`src/pkg/ccu_map.svh`:
```
/*
 constants of the control unit: timing, serial lengths, order codes.
 assumes a 50 mhz clock and inclusion by the package, the assertions and the bench.
*/
`ifndef CCU_MAP_SVH
`define CCU_MAP_SVH
`define CLK_PERIOD_NS   20
`define MINOR_CYCLE_NS  5000
`define MINOR_CYCLES    (`MINOR_CYCLE_NS / `CLK_PERIOD_NS)
`define ADDR_W          12
`define HALF_W          6
`define PC_SER_LAST     4'h0_00b
`define ADDR_SER_LAST   4'h0_005
`define DIV_STEPS       5'h0_015
`define MPY_STEPS       5'h0_00a
`define PC_RESET        12'h0_000
`define OP_NOP          5'h0_000
`define OP_ADD          5'h0_001
`define OP_SUB          5'h0_002
`define OP_CLA          5'h0_003
`define OP_CLEAR_AND_ADD_MAGNITUDE_OP         5'h0_004
`define OP_MPY          5'h0_005
`define OP_DIV          5'h0_006
`define OP_SHR          5'h0_007
`define OP_RIGHT_SHIFT_ALT_OP         5'h0_008
`define OP_SHL          5'h0_009
`define OP_JMP          5'h0_00a
`define OP_JMPC         5'h0_00b
`define OP_TIM          5'h0_00c
`define OP_ANALOG_INPUT_SELECT_OP         5'h0_00d
`define OP_ANALOG_OUTPUT_OP         5'h0_00e
`define OP_DISCRETE_OUTPUT_OP         5'h0_00f
`define OP_TAU          5'h0_010
`define OP_INDEX_LOAD_RELATIVE_OP         5'h0_011
`define OP_TAN          5'h0_012
`endif

```
`src/pkg/ccu_pkg.sv`:
```
/*
 types of the control unit: sequencer states, dispatcher bundle,
 instruction and conditioning bundles. assumes ccu_map.svh.
*/
`include "ccu_map.svh"
package ccu_pkg;
    typedef enum logic [1:0] {
        ST_IDLE   = 2'b00,
        ST_ADDR   = 2'b01,
        ST_EXEC   = 2'b11,
        ST_FINISH = 2'b10
    } fsm_e;

    typedef struct packed {
        logic g_to_operand_line;
        logic memory_operand_gate_line;
        logic operand_clear_line;
        logic operand_to_adder_line;
        logic doubled_operand_line;
        logic left_shift_line;
        logic accumulator_clear_line;
        logic double_right_shift_line;
        logic complement_line;
        logic subtract_mode_line;
    } dispatch_s;

    typedef struct packed {
        logic        relative;
        logic [4:0]  order;
        logic [11:0] addr;
    } instr_s;

    typedef struct packed {
        logic        g_operand;
        logic        operand_sign;
        logic        g_sign;
        logic        g_sign_load;
        logic        b_gt_a;
        logic        overflow_trunc;
        logic        div_subtract;
        logic        transfer_taken;
        logic [19:0] multiplier;
    } cond_s;
endpackage : ccu_pkg

```
`src/hdl/serial_computer_control_unit.sv`:
```
/*
 control unit of a serial-parallel computer: order decode, dispatcher
 pulses, sign logic, program address, operand and relative addressing.
 assumes datapath inputs on clk_i and one instruction at a time.
*/
// Functional notes
// [RULE1] operand-to-adder pulse for add or subtract
// [RULE2] multiply odd bits, divide twenty-one pulses
// [RULE3] doubled operand pulse per even multiplier bit
// [RULE4] left shift one place; with each divide step
// [RULE5] odd right shift: left one, then twos
// [RULE6] clear accumulator for clear-add, shift right, divide
// [RULE7] double right shift only shift right, multiply
// [RULE8] complement after true subtraction, larger subtrahend
// [RULE9] complement after truncated overflow
// [RULE10] never complement during divide
// [RULE11] subtract mode for true subtraction, divide steps
// [RULE12] decode five order bits to one-hot lines
// [RULE13] hold operand, g, accumulator signs; derive new
// [RULE14] twelve-bit program address increments or loads
// [RULE15] increment serially lsb first, write back parallel
// [RULE16] operand address register supplies addresses, counts
// [RULE17] operand address from serializer or relative register
// [RULE18] two serial adders with carry form relative
// [RULE19] relative register two six-bit loops, next instruction
// [RULE20] serializer splits even and odd address bits
// [RULE21] index loads from transfer, relative or serializer
// [RULE22] memory operand gate for non-g operands
// [RULE23] operand clear before loading operand register
// [RULE24] one arithmetic step per five microsecond cycle
// [RULE25] every dispatcher line is a one-clock pulse
// [RULE26] relative address ready before next instruction
// [RULE27] no taken transfer: take incremented address
module serial_computer_control_unit
    import ccu_pkg::*;
(
    input  wire logic        clk_i,
    input  wire logic        arst_n_i,
    input  wire logic        instr_valid_i,
    input  wire instr_s      instr_i,
    input  wire cond_s       cond_i,
    input  wire logic [11:0] transfer_i,
    output logic             instr_ready_o,
    output dispatch_s        dispatch_o,
    output logic [31:0]      order_line_o,
    output logic [11:0]      pc_o,
    output logic [11:0]      operand_addr_o,
    output logic [11:0]      rel_addr_o,
    output logic             acc_sign_o,
    output logic             md_sign_o,
    output logic             g_sign_o
);
    localparam logic [7:0] MINOR_LAST = 8'(`MINOR_CYCLES - 1);

    typedef struct packed {
        fsm_e        fsm;
        logic [4:0]  order;
        logic        relative;
        logic [7:0]  tick;
        logic [4:0]  step;
        logic [4:0]  last;
        logic [3:0]  bit_cnt;
        logic [5:0]  ser_even;
        logic [5:0]  ser_odd;
        logic [5:0]  idx_even;
        logic [5:0]  idx_odd;
        logic [5:0]  rel_even;
        logic [5:0]  rel_odd;
        logic        add_carry;
        logic [11:0] pc;
        logic [11:0] pc_shift;
        logic        pc_carry;
        logic [11:0] oar;
        logic        md_sign;
        logic        g_sign;
        logic        acc_sign;
        logic        true_sub;
        logic        b_gt_a;
        dispatch_s   disp;
        logic [31:0] order_line;
    } ctl_s;

    ctl_s s;
    ctl_s next_s;

    function automatic logic [11:0] merge(input logic [5:0] ev,
                                          input logic [5:0] od);
        logic [11:0] r;
        r = '0;
        for (int i = 0; i < 6; i++)
        begin
            r[2*i]   = ev[i];
            r[2*i+1] = od[i];
        end
        return r;
    endfunction : merge

    function automatic logic [11:0] split(input logic [11:0] a);
        logic [11:0] r;
        r = '0;
        for (int i = 0; i < 6; i++)
        begin
            r[i]   = a[2*i];
            r[i+6] = a[2*i+1];
        end
        return r;
    endfunction : split

    function automatic logic maj(input logic a,
                                 input logic b,
                                 input logic c);
        return (a & b) | (a & c) | (b & c);
    endfunction : maj

    logic [4:0]  cnt;
    logic [11:0] sp;
    logic        se;
    logic        ce;
    logic        so;
    logic        bsign;

    always_comb
    begin
        next_s = s;
        next_s.disp = '0;
        next_s.order_line = '0;
        cnt = s.oar[4:0];
        sp = '0;
        se = 1'b0;
        ce = 1'b0;
        so = 1'b0;
        bsign = (s.order == `OP_SUB) ? ~s.md_sign : s.md_sign;
        if (cond_i.g_sign_load)
        begin
            next_s.g_sign = cond_i.operand_sign;
        end
        case (s.fsm)
            ST_IDLE:
            begin
                if (instr_valid_i)
                begin
                    next_s.order = instr_i.order;
                    next_s.relative = instr_i.relative;
                    next_s.order_line = 32'h0000_0001 << instr_i.order; // RULE12
                    sp = split(instr_i.addr); // RULE20
                    next_s.ser_even = sp[5:0];
                    next_s.ser_odd = sp[11:6];
                    next_s.pc_shift = s.pc;
                    next_s.pc_carry = 1'b1;
                    next_s.add_carry = 1'b0;
                    next_s.bit_cnt = '0;
                    next_s.fsm = ST_ADDR;
                end
            end
            ST_ADDR:
            begin
                if (s.bit_cnt == 4'h0_000)
                begin
                    next_s.oar = s.relative ? merge(s.rel_even, s.rel_odd)
                                            : merge(s.ser_even, s.ser_odd); // RULE17 RULE16
                end
                next_s.pc_shift = {s.pc_shift[0] ^ s.pc_carry,
                                   s.pc_shift[11:1]}; // RULE15
                next_s.pc_carry = s.pc_shift[0] & s.pc_carry;
                if (s.bit_cnt <= `ADDR_SER_LAST)
                begin
                    se = s.ser_even[0] ^ s.idx_even[0] ^ s.add_carry; // RULE18
                    ce = maj(s.ser_even[0], s.idx_even[0], s.add_carry);
                    so = s.ser_odd[0] ^ s.idx_odd[0] ^ ce;
                    next_s.add_carry = maj(s.ser_odd[0], s.idx_odd[0], ce);
                    next_s.rel_even = {se, s.rel_even[5:1]}; // RULE19
                    next_s.rel_odd = {so, s.rel_odd[5:1]};
                    next_s.ser_even = {s.ser_even[0], s.ser_even[5:1]};
                    next_s.ser_odd = {s.ser_odd[0], s.ser_odd[5:1]};
                    next_s.idx_even = {s.idx_even[0], s.idx_even[5:1]};
                    next_s.idx_odd = {s.idx_odd[0], s.idx_odd[5:1]};
                end
                next_s.bit_cnt = s.bit_cnt + 4'h0_001;
                if (s.bit_cnt == `PC_SER_LAST)
                begin
                    next_s.fsm = ST_EXEC; // RULE26
                    next_s.step = '0;
                    next_s.tick = '0;
                    case (s.order)
                        `OP_ADD, `OP_SUB: next_s.last = 5'h0_002;
                        `OP_CLA, `OP_CLEAR_AND_ADD_MAGNITUDE_OP: next_s.last = 5'h0_001;
                        `OP_MPY: next_s.last = `MPY_STEPS;
                        `OP_DIV: next_s.last = `DIV_STEPS;
                        `OP_SHR, `OP_RIGHT_SHIFT_ALT_OP: next_s.last = 5'(({1'b0, cnt}
                                               + 6'h0_001) >> 1);
                        `OP_SHL: next_s.last = cnt;
                        default: next_s.last = '0;
                    endcase
                end
            end
            ST_EXEC:
            begin
                if (s.tick == 8'h0_000) // RULE25 RULE24
                begin
                    if (s.step == 5'h0_000)
                    begin
                        case (s.order)
                            `OP_ADD, `OP_SUB, `OP_CLA, `OP_CLEAR_AND_ADD_MAGNITUDE_OP, `OP_MPY,
                            `OP_DIV:
                            begin
                                next_s.disp.operand_clear_line = 1'b1; // RULE23
                                next_s.disp.g_to_operand_line = cond_i.g_operand;
                                next_s.disp.memory_operand_gate_line =
                                    ~cond_i.g_operand; // RULE22
                                next_s.md_sign = cond_i.g_operand ? s.g_sign
                                                 : cond_i.operand_sign; // RULE13
                            end
                            default:
                            begin
                            end
                        endcase
                        case (s.order)
                            `OP_CLA, `OP_CLEAR_AND_ADD_MAGNITUDE_OP, `OP_DIV:
                                next_s.disp.accumulator_clear_line = 1'b1; // RULE6
                            `OP_SHR, `OP_RIGHT_SHIFT_ALT_OP:
                            begin
                                next_s.disp.accumulator_clear_line = 1'b1; // RULE6
                                next_s.disp.left_shift_line = cnt[0]; // RULE5
                            end
                            default:
                            begin
                            end
                        endcase
                    end
                    else
                    begin
                        case (s.order)
                            `OP_ADD, `OP_SUB:
                            begin
                                if (s.step == 5'h0_001)
                                begin
                                    next_s.true_sub = (s.order == `OP_ADD)
                                        ^ (s.md_sign == s.acc_sign);
                                    next_s.disp.operand_to_adder_line = 1'b1; // RULE1
                                    next_s.disp.subtract_mode_line =
                                        (s.order == `OP_ADD)
                                        ^ (s.md_sign == s.acc_sign); // RULE11
                                end
                                else
                                begin
                                    next_s.b_gt_a = s.true_sub & cond_i.b_gt_a;
                                    next_s.disp.complement_line =
                                        (s.true_sub & cond_i.b_gt_a)
                                        | cond_i.overflow_trunc; // RULE8 RULE9
                                end
                            end
                            `OP_CLA, `OP_CLEAR_AND_ADD_MAGNITUDE_OP:
                                next_s.disp.operand_to_adder_line = 1'b1; // RULE1
                            `OP_MPY:
                            begin
                                next_s.disp.operand_to_adder_line =
                                    cond_i.multiplier[2*(s.step-5'h0_001)+1]; // RULE2
                                next_s.disp.doubled_operand_line =
                                    cond_i.multiplier[2*(s.step-5'h0_001)]; // RULE3
                                next_s.disp.double_right_shift_line = 1'b1; // RULE7
                            end
                            `OP_DIV:
                            begin
                                next_s.disp.operand_to_adder_line = 1'b1; // RULE2
                                next_s.disp.subtract_mode_line =
                                    cond_i.div_subtract; // RULE11 RULE10
                                next_s.disp.left_shift_line = 1'b1; // RULE4
                            end
                            `OP_SHR, `OP_RIGHT_SHIFT_ALT_OP:
                                next_s.disp.double_right_shift_line = 1'b1; // RULE7 RULE5
                            `OP_SHL:
                                next_s.disp.left_shift_line = 1'b1; // RULE4
                            default:
                            begin
                            end
                        endcase
                    end
                end
                if (s.tick == MINOR_LAST)
                begin
                    next_s.tick = '0;
                    next_s.step = s.step + 5'h0_001;
                    if (s.step >= s.last)
                    begin
                        next_s.fsm = ST_FINISH;
                    end
                end
                else
                begin
                    next_s.tick = s.tick + 8'h0_001;
                end
            end
            ST_FINISH:
            begin
                if ((s.order == `OP_JMP) ||
                    ((s.order == `OP_JMPC) && cond_i.transfer_taken))
                begin
                    next_s.pc = s.oar; // RULE14
                end
                else
                begin
                    next_s.pc = s.pc_shift; // RULE27 RULE14
                end
                case (s.order)
                    `OP_TAU: sp = split(transfer_i); // RULE21
                    `OP_INDEX_LOAD_RELATIVE_OP: sp = {s.rel_odd, s.rel_even}; // RULE21
                    `OP_TAN: sp = {s.ser_odd, s.ser_even}; // RULE21
                    default: sp = {s.idx_odd, s.idx_even};
                endcase
                next_s.idx_even = sp[5:0];
                next_s.idx_odd = sp[11:6];
                case (s.order)
                    `OP_ADD, `OP_SUB:
                        next_s.acc_sign = s.b_gt_a ? bsign : s.acc_sign; // RULE13
                    `OP_CLA: next_s.acc_sign = s.md_sign;
                    `OP_CLEAR_AND_ADD_MAGNITUDE_OP: next_s.acc_sign = 1'b0;
                    `OP_MPY, `OP_DIV:
                        next_s.acc_sign = s.acc_sign ^ s.md_sign;
                    default: next_s.acc_sign = s.acc_sign;
                endcase
                next_s.fsm = ST_IDLE;
            end
            default: next_s.fsm = ST_IDLE;
        endcase
    end

    always_ff @(posedge clk_i or negedge arst_n_i)
    begin
        if (!arst_n_i)
        begin
            s <= '0;
            s.fsm <= ST_IDLE;
            s.pc <= `PC_RESET;
        end
        else
        begin
            s <= next_s;
        end
    end

    assign instr_ready_o = (s.fsm == ST_IDLE);
    assign dispatch_o = s.disp;
    assign order_line_o = s.order_line;
    assign pc_o = s.pc;
    assign operand_addr_o = s.oar;
    assign rel_addr_o = merge(s.rel_even, s.rel_odd);
    assign acc_sign_o = s.acc_sign;
    assign md_sign_o = s.md_sign;
    assign g_sign_o = s.g_sign;
endmodule : serial_computer_control_unit

```
`config.mk`:
```
export PLATFORM = sky130hd
export DESIGN_NAME = serial_computer_control_unit
export DESIGN_NICKNAME = d
export VERILOG_FILES = /design/src/pkg/ccu_pkg.sv /design/src/hdl/serial_computer_control_unit.sv
export VERILOG_INCLUDE_DIRS = /design/src /design/src/pkg
export SDC_FILE = /design/constraint.sdc
export NUM_CORES = 1
export LEC_CHECK = 0
export ABC_AREA = 0
export BUFFER_PORTS_ARGS = -buffer_cell sky130_fd_sc_hd__buf_2
export CORE_UTILIZATION = 50
export CTS_CLUSTER_DIAMETER = 30
export DETAILED_ROUTE_END_ITERATION = 10
export PLACE_DENSITY = 0.69
export REMOVE_ABC_BUFFERS = 1
export SLEW_MARGIN = 20
export SYNTH_ARGS = -nofsm -noshare
export SYNTH_HDL_FRONTEND = slang
export SYNTH_SLANG_ARGS = --single-unit
```
`constraint.sdc`:
```
create_clock -name clk_i -period 3 [get_ports clk_i]
set_input_delay 0.45 -clock clk_i [delete_from_list [all_inputs] [get_ports clk_i]]
set_output_delay 0.45 -clock clk_i [all_outputs]
set_load 0.01 [all_outputs]
```
==> impl_metrics.ini, run 1 <==
[critical_path]
startpoint_type = flop
crit_required_ns = 3.31
crit_path_top_delay_cell = nand4_1
path_buf_inv = 1
path_cells = inv_1, ha_1, nor3b_1, o21ai_0, nand4_1, mux2_2
critPathArrivalTime_ns = 2.84
cp_max_fo = 13
cp-end-kind = flop
critPathTopFamily = simple AND/OR/NAND/NOR gates
worstSetupPathType = flop to flop
slowest_delay_ns = 0.58

[sta]
fin_tns_setup_ns = 0
rsz0062_at_grt = false
finalMaxSlewViolations = 0
holdWs_ns = 0.08061
setup_viol = 0
final.min_clock_period_ns = 2.529
max_slew.worst_pin.slew_ns = 1.091
timing.final.crit_share_pct = 84.31
finClkSkew_ns = 0.007278
hold_viol = 0
fmax_mhz = 395.4
slew_headroom_pct = 27.30

[cts]
post_cts_buffers = 0
numCtsBuffers = 17
cts_tree = done
cts_root_buf = clkbuf_16
post_cts_resize_count = 0
clkTransAtPathRegs_ns = 0.06
cts_buffer_depth = 2
cts_htree_levels = 4
cts_hold_buf = 0
clock_sinks = 151
clk_latency_ns = 0.43

[status]
status = finished, final reports clean

[worst_hold_path]
hold_class = input pin to async pin

[global_route]
grt_pass1_vias = 6437
grt_overflow = 0
grt_pass1_wl_um = 32860
grt_max_degree = 84
antenna_found_initial = 0
grtUsageTotal_pct = 23.97

[place]
place_hpwl_um = 13960
port-buffer-count = 141
gp_congestion = 0.8388
place_area_mm2 = 0.008875

[cells_and_area]
layout.nets = 1032
drive_above_1_share_pct = 23.44
multi_input_area_mm2 = 0.003814
antenna_cells = 0
final_cell_mix = 151 x dfrtp_1, 140 x buf_2, 107 x nor2_1, 67 x nand2_1, 62 x a21oi_1
layout-area-overhead-vs-synth_pct = 10.87
fillCellCount = 1516
finalInstanceArea_mm2 = 0.009433
mostFrequentLayoutCell = dfrtp_1
fin_util_pct = 56.88
seqCellArea_mm2 = 0.003779

[yosys]
ys_seq_area_share_pct = 44.41
synth_adder_area_share_pct = 3.706
ys_seq_elements = 151
synth.distinct_cells = 65
synth_edf_count = 0
ys.flop_type = dfrtp_1
synth_compound_area_share_pct = 15.51
synth_xor_area_share_pct = 1.441
synth_top_family_by_area = compound AO/OA/AOI/OAI gates
synth-simple-area-share_pct = 14.88
ys_warn_count = 0
netlist_area_mm2 = 0.008508
ys_async_sr_fraction_pct = 100.0
synth_cells = 899
syn_area_per_cell_um2 = 9.464
muxShareOfSynthArea_pct = 9.000

[floorplanning]
coreArea_mm2 = 0.01658
ioPinCount = 143
die_w_um = 132.4
fp-row-count = 47
fp.dieH_um = 132.4
start_util_pct = 51.31
dieArea_mm2 = 0.01754

[drt]
viasPerCell = 5.625
wire_per_inst_um = 17.04
first_pass_iters = 5
wirelength_um = 20110
wl_met3_um = 1137
drtIter0Drc = 364
wl_met1_um = 8743
via_count = 6637
routed-wl-met2_um = 9966
drc = 0
drtAntennaViolNets = 0
top_layer = met4

[power]
p_per_area_mw_per_mm2 = 972.8
ir_drop_v = 0.0006136
p_leak_nw = 4.303
power_mw = 9.176

[run]
drv_cap = 0
final timing paths:
kind                               startpoint                       endpoint  slack (ns)  depth (start not counted)
max                        s[121]$_DFFE_PN0P_              s[97]$_DFFE_PN0P_        0.47                          6
min                                  arst_n_i             s[126]$_DFFE_PN0P_        0.08                          1
max reg2reg                s[121]$_DFFE_PN0P_              s[97]$_DFFE_PN0P_        0.47                          6
min reg2reg                s[127]$_DFFE_PN0P_             s[127]$_DFFE_PN0P_        0.48                          2
max in group asynchronous            arst_n_i  operand_addr_o[5]$_DFFE_PN0P_        2.25                          2
min in group clk_i                 cond_i[27]        dispatch_o[8]$_DFF_PN0_        0.21                          2
Yosys cell counts, types with 3 or more instances:
cell type | number | share of area [%]
a21oi_1 | 62 | 3.6
a221oi_1 | 3 | 0.31
a311oi_1 | 11 | 1.1
a31oi_1 | 4 | 0.29
and3_1 | 7 | 0.51
buf_1 | 4 | 0.18
buf_2 | 16 | 0.94
buf_4 | 79 | 7.0
clkbuf_1 | 32 | 1.4
dfrtp_1 | 151 | 44
ha_1 | 22 | 3.2
inv_1 | 31 | 1.4
mux2_2 | 19 | 2.5
mux2i_1 | 45 | 5.3
mux4_2 | 4 | 1.1
nand2_1 | 67 | 3.0
nand2b_1 | 18 | 1.3
nand3_1 | 19 | 1.1
nand3b_1 | 4 | 0.35
nand4_1 | 6 | 0.44
nor2_1 | 107 | 4.7
nor2b_1 | 13 | 0.96
nor3_1 | 13 | 0.76
nor4_1 | 3 | 0.22
o21ai_0 | 40 | 2.4
o21ai_1 | 12 | 0.71
o221ai_1 | 13 | 1.3
o22ai_1 | 23 | 1.7
o311a_1 | 11 | 1.3
o31ai_1 | 4 | 0.35
xnor2_1 | 10 | 1.0
xor2_1 | 4 | 0.41
where the power goes:
part	leakage [nW]	total, mW	internal [mW]	switching (mW)
Combinational	2.19	3.90	1.64	2.27
Clock	0.256	2.03	1.15	0.884
Sequential	1.86	3.24	2.57	0.667
Total	4.30	9.18	5.36	3.82
worst register-to-register path: stages, from the launching register on:
cell     delay (ns)
dfrtp_1        0.47
inv_1          0.10
ha_1           0.20
nor3b_1        0.43
o21ai_0        0.22
nand4_1        0.58
mux2_2         0.42
routing by layer:
metal  vias to the layer above  global-route usage [%]
met2                       197                   40.58
li1                       3186                       -
met1                      3230                   30.60
met5                         -                       0
met4                         0                   6.641
met3                        24                   5.785
cell families (layout without fill, tap and decap cells):
logic type,count (synthesis),count (layout)
AO/OA/AOI/OAI,206,206
XOR/XNOR,14,14
adder cells (fa/ha/maj),24,24
buffers and inverters,164,225
flip-flops,151,151
multiplexers,69,69
AND/OR/NAND/NOR,271,271
stage by stage:
| step | setup WS (ns) | cells |
|---|---|---|
| 6_report | 0.4707 | 1180 |
| 5_1_grt | 0.2706 | 1180 |
| 4_1_cts | 0.4582 | 1180 |
| 3_5_place_dp | 0.4957 | 1148 |
| 3_3_place_gp | 0.5353 | 1148 |
| 2_1_floorplan | -1.924 | 767 |
registers in the layout, summed over array words and instances, names as in the netlist, 10 cells and up:
name and count:
rel_addr_o 12, order_line_o 32, s 70, pc_o 12, dispatch_o 10, operand_addr_o 12
layout make-up:
class	count	area share [%]
Multi-Input combinational cell	584	40.43
Sequential cell	151	40.06
Timing Repair Buffer	161	9.404
Clock buffer	19	4.589
Tap cell	220	2.918
Clock inverter	13	1.326
Inverter	32	1.273
No activity file was read; power rests on OpenSTA's default activity.
==> run 2: changes to the inputs <==
- PLACE_DENSITY: 0.69 -> 0.72
- clock period: 3 -> 2.1 ns (I/O delays scaled with it)
==> run 2 against run 1 <==
Against the previous run: power is 49% higher; sequential share of layout area is 1.3 points lower; wire length is 2.6% higher; non-clock buffer count is 34 higher; sequential power is 42% higher; core utilization is 1.9 points higher; cell count is 3.0% higher; worst hold slack worse by 0.0076 ns; clock skew hardly changed; combinational power is 54% higher; via count is 2.7% higher; critical endpoint is now s[107]$_DFFE_PN0P_; worst setup slack worse by 0.39 ns.
==> impl_metrics.ini, run 2 (same netlist as run 1, synthesis figures left out) <==
[floorplanning]
die_w_um = 132.4
coreArea_mm2 = 0.01658
fp.dieH_um = 132.4
fp-row-count = 47
start_util_pct = 51.31
ioPinCount = 143
dieArea_mm2 = 0.01754

[cells_and_area]
fillCellCount = 1456
fin_util_pct = 58.83
mostFrequentLayoutCell = dfrtp_1
final_cells = 1215
drive_above_1_share_pct = 26.96
final_cell_mix = 151 x dfrtp_1, 140 x buf_2, 106 x nor2_1, 67 x nand2_1, 61 x a21oi_1
layout-area-overhead-vs-synth_pct = 14.66
multi_input_area_mm2 = 0.003840
layout.nets = 1066
regMostFlops = s
largest_reg_flops = 70
finalInstanceArea_mm2 = 0.009756
seqCellArea_mm2 = 0.003779

[drt]
first_pass_iters = 5
viasPerCell = 5.609
via_count = 6815
drtAntennaViolNets = 0
drc = 0
drtIter0Drc = 471
wire_per_inst_um = 16.98
wirelength_um = 20630

[cts]
numCtsBuffers = 17
cts_root_buf = clkbuf_16
cts_htree_levels = 4
cts_tree = done
clkTransAtPathRegs_ns = 0.07
post_cts_buffers = 0
clock_sinks = 151
clk_latency_ns = 0.43
cts_buffer_depth = 2

[power]
p_leak_nw = 4.497
pwr-share-comb_pct = 44.0
pwr-share-clk_pct = 22.2
p_per_area_mw_per_mm2 = 1400
sw_frac_of_total_pct = 41.57
seq_power_share_pct = 33.8
ir_drop_v = 0.0008810
switchingPower_mw = 5.676
power_mw = 13.66
p_int_mw = 7.979

[place]
port-buffer-count = 141
place_hpwl_um = 14550
place_inst = 1181
place_area_mm2 = 0.009129
pre_cts_slack_ns = 0.07185
gp_congestion = 0.8476

[global_route]
grt_pass1_vias = 6666
antenna_found_initial = 1
grt_overflow = 0
grt_max_degree = 56
grtUsageTotal_pct = 24.39
grt_pass1_wl_um = 33920

[sta]
final.min_clock_period_ns = 2.016
hold_viol = 0
rsz0062_at_grt = false
slew_headroom_pct = 43.76
finalMaxSlewViolations = 0
setup_viol = 0
finClkSkew_ns = 0.007204
fmax_mhz = 496.1
worst_slack_ns = 0.08429
timing.final.crit_share_pct = 95.99
max_slew.worst_pin.slew_ns = 0.8435

[critical_path]
cp_max_fo = 13
worstSetupPathType = flop to flop
critPathArrivalTime_ns = 2.33
crit_required_ns = 2.42
startpoint_type = flop
cp-end-kind = flop

[status]
status = finished, final reports clean

[worst_hold_path]
hold_class = input pin to flop

[run]
drv_cap = 0
[run 2: cell count changes in the layout (fill, tap and decap cells not counted), moves of 2 or more]
cell	before	now
buf_4	18	50
clkbuf_1	2	0
clkinv_4	4	1
clkinvlp_4	5	3
ha_1	22	20
ha_2	0	2
inv_6	2	7
inv_8	0	3
[run 2: final timing paths]
check | cells after the start | endpoint | from | slack (ns)
max | 7 | s[107]$_DFFE_PN0P_ | s[122]$_DFFE_PN0P_ | 0.08
min | 2 | dispatch_o[8]$_DFF_PN0_ | cond_i[27] | 0.07
max reg2reg | 7 | s[107]$_DFFE_PN0P_ | s[122]$_DFFE_PN0P_ | 0.08
min reg2reg | 2 | s[129]$_DFFE_PN0P_ | s[129]$_DFFE_PN0P_ | 0.49
max in group asynchronous | 3 | s[143]$_DFFE_PN0P_ | arst_n_i | 1.03
min in group asynchronous | 2 | dispatch_o[6]$_DFF_PN0_ | arst_n_i | 0.41
[run 2: repair_timing]
| item | 4_1_cts | 5_1_grt |
|---|---|---|
| setup endpoints to repair | 0 | 20 |
| hold buffers | 1 | 0 |
| resized for setup | 0 | 11 |
| hold endpoints to repair | 51 | 0 |
[run 2: cell type report]
class	count	share of cell area [%]
Multi-Input combinational cell	584	39.36
Clock inverter	15	1.603
Tap cell	220	2.822
Inverter	32	1.231
Sequential cell	151	38.73
Clock buffer	17	4.361
Timing Repair Buffer	195	11.86
Antenna cell	1	0.02565
[run 2: power groups by stage]
stage | clock network (mW) | logic [mW] | registers, mW
2_1_floorplan | 0 | 3.47 | 4.75
3_3_place_gp | 0 | 5.75 | 4.63
3_5_place_dp | 0 | 5.89 | 4.64
4_1_cts | 3.08 | 5.95 | 4.60
5_1_grt | 3.22 | 6.63 | 4.72
6_report | 3.04 | 6.01 | 4.61
[run 2: through the flow]
stage | setup TNS, ns | hold slack (ns)
floorplan | -115.16 | 0.01941
global placement | 0 | 0.3067
global route | 0 | 0.06752
finish | 0 | 0.07304
CTS | 0 | 0.06041
detailed placement | 0 | 0.3077
[run 2: critical path, stage by stage (launching register included)]
cell and delay, ns:
dfrtp_1 0.38, inv_1 0.10, ha_1 0.19, nor3b_1 0.29, o21ai_0 0.22, nand4_1 0.15, buf_4 0.22, mux2_2 0.35
[run 2: layer usage]
layer	GRT usage [%]	share of wire, %	vias up
met5	0	0	-
met4	8.365	1.9	0
met3	5.862	6.0	35
met2	39.01	48	234
met1	32.51	44	3279
li1	-	-	3267
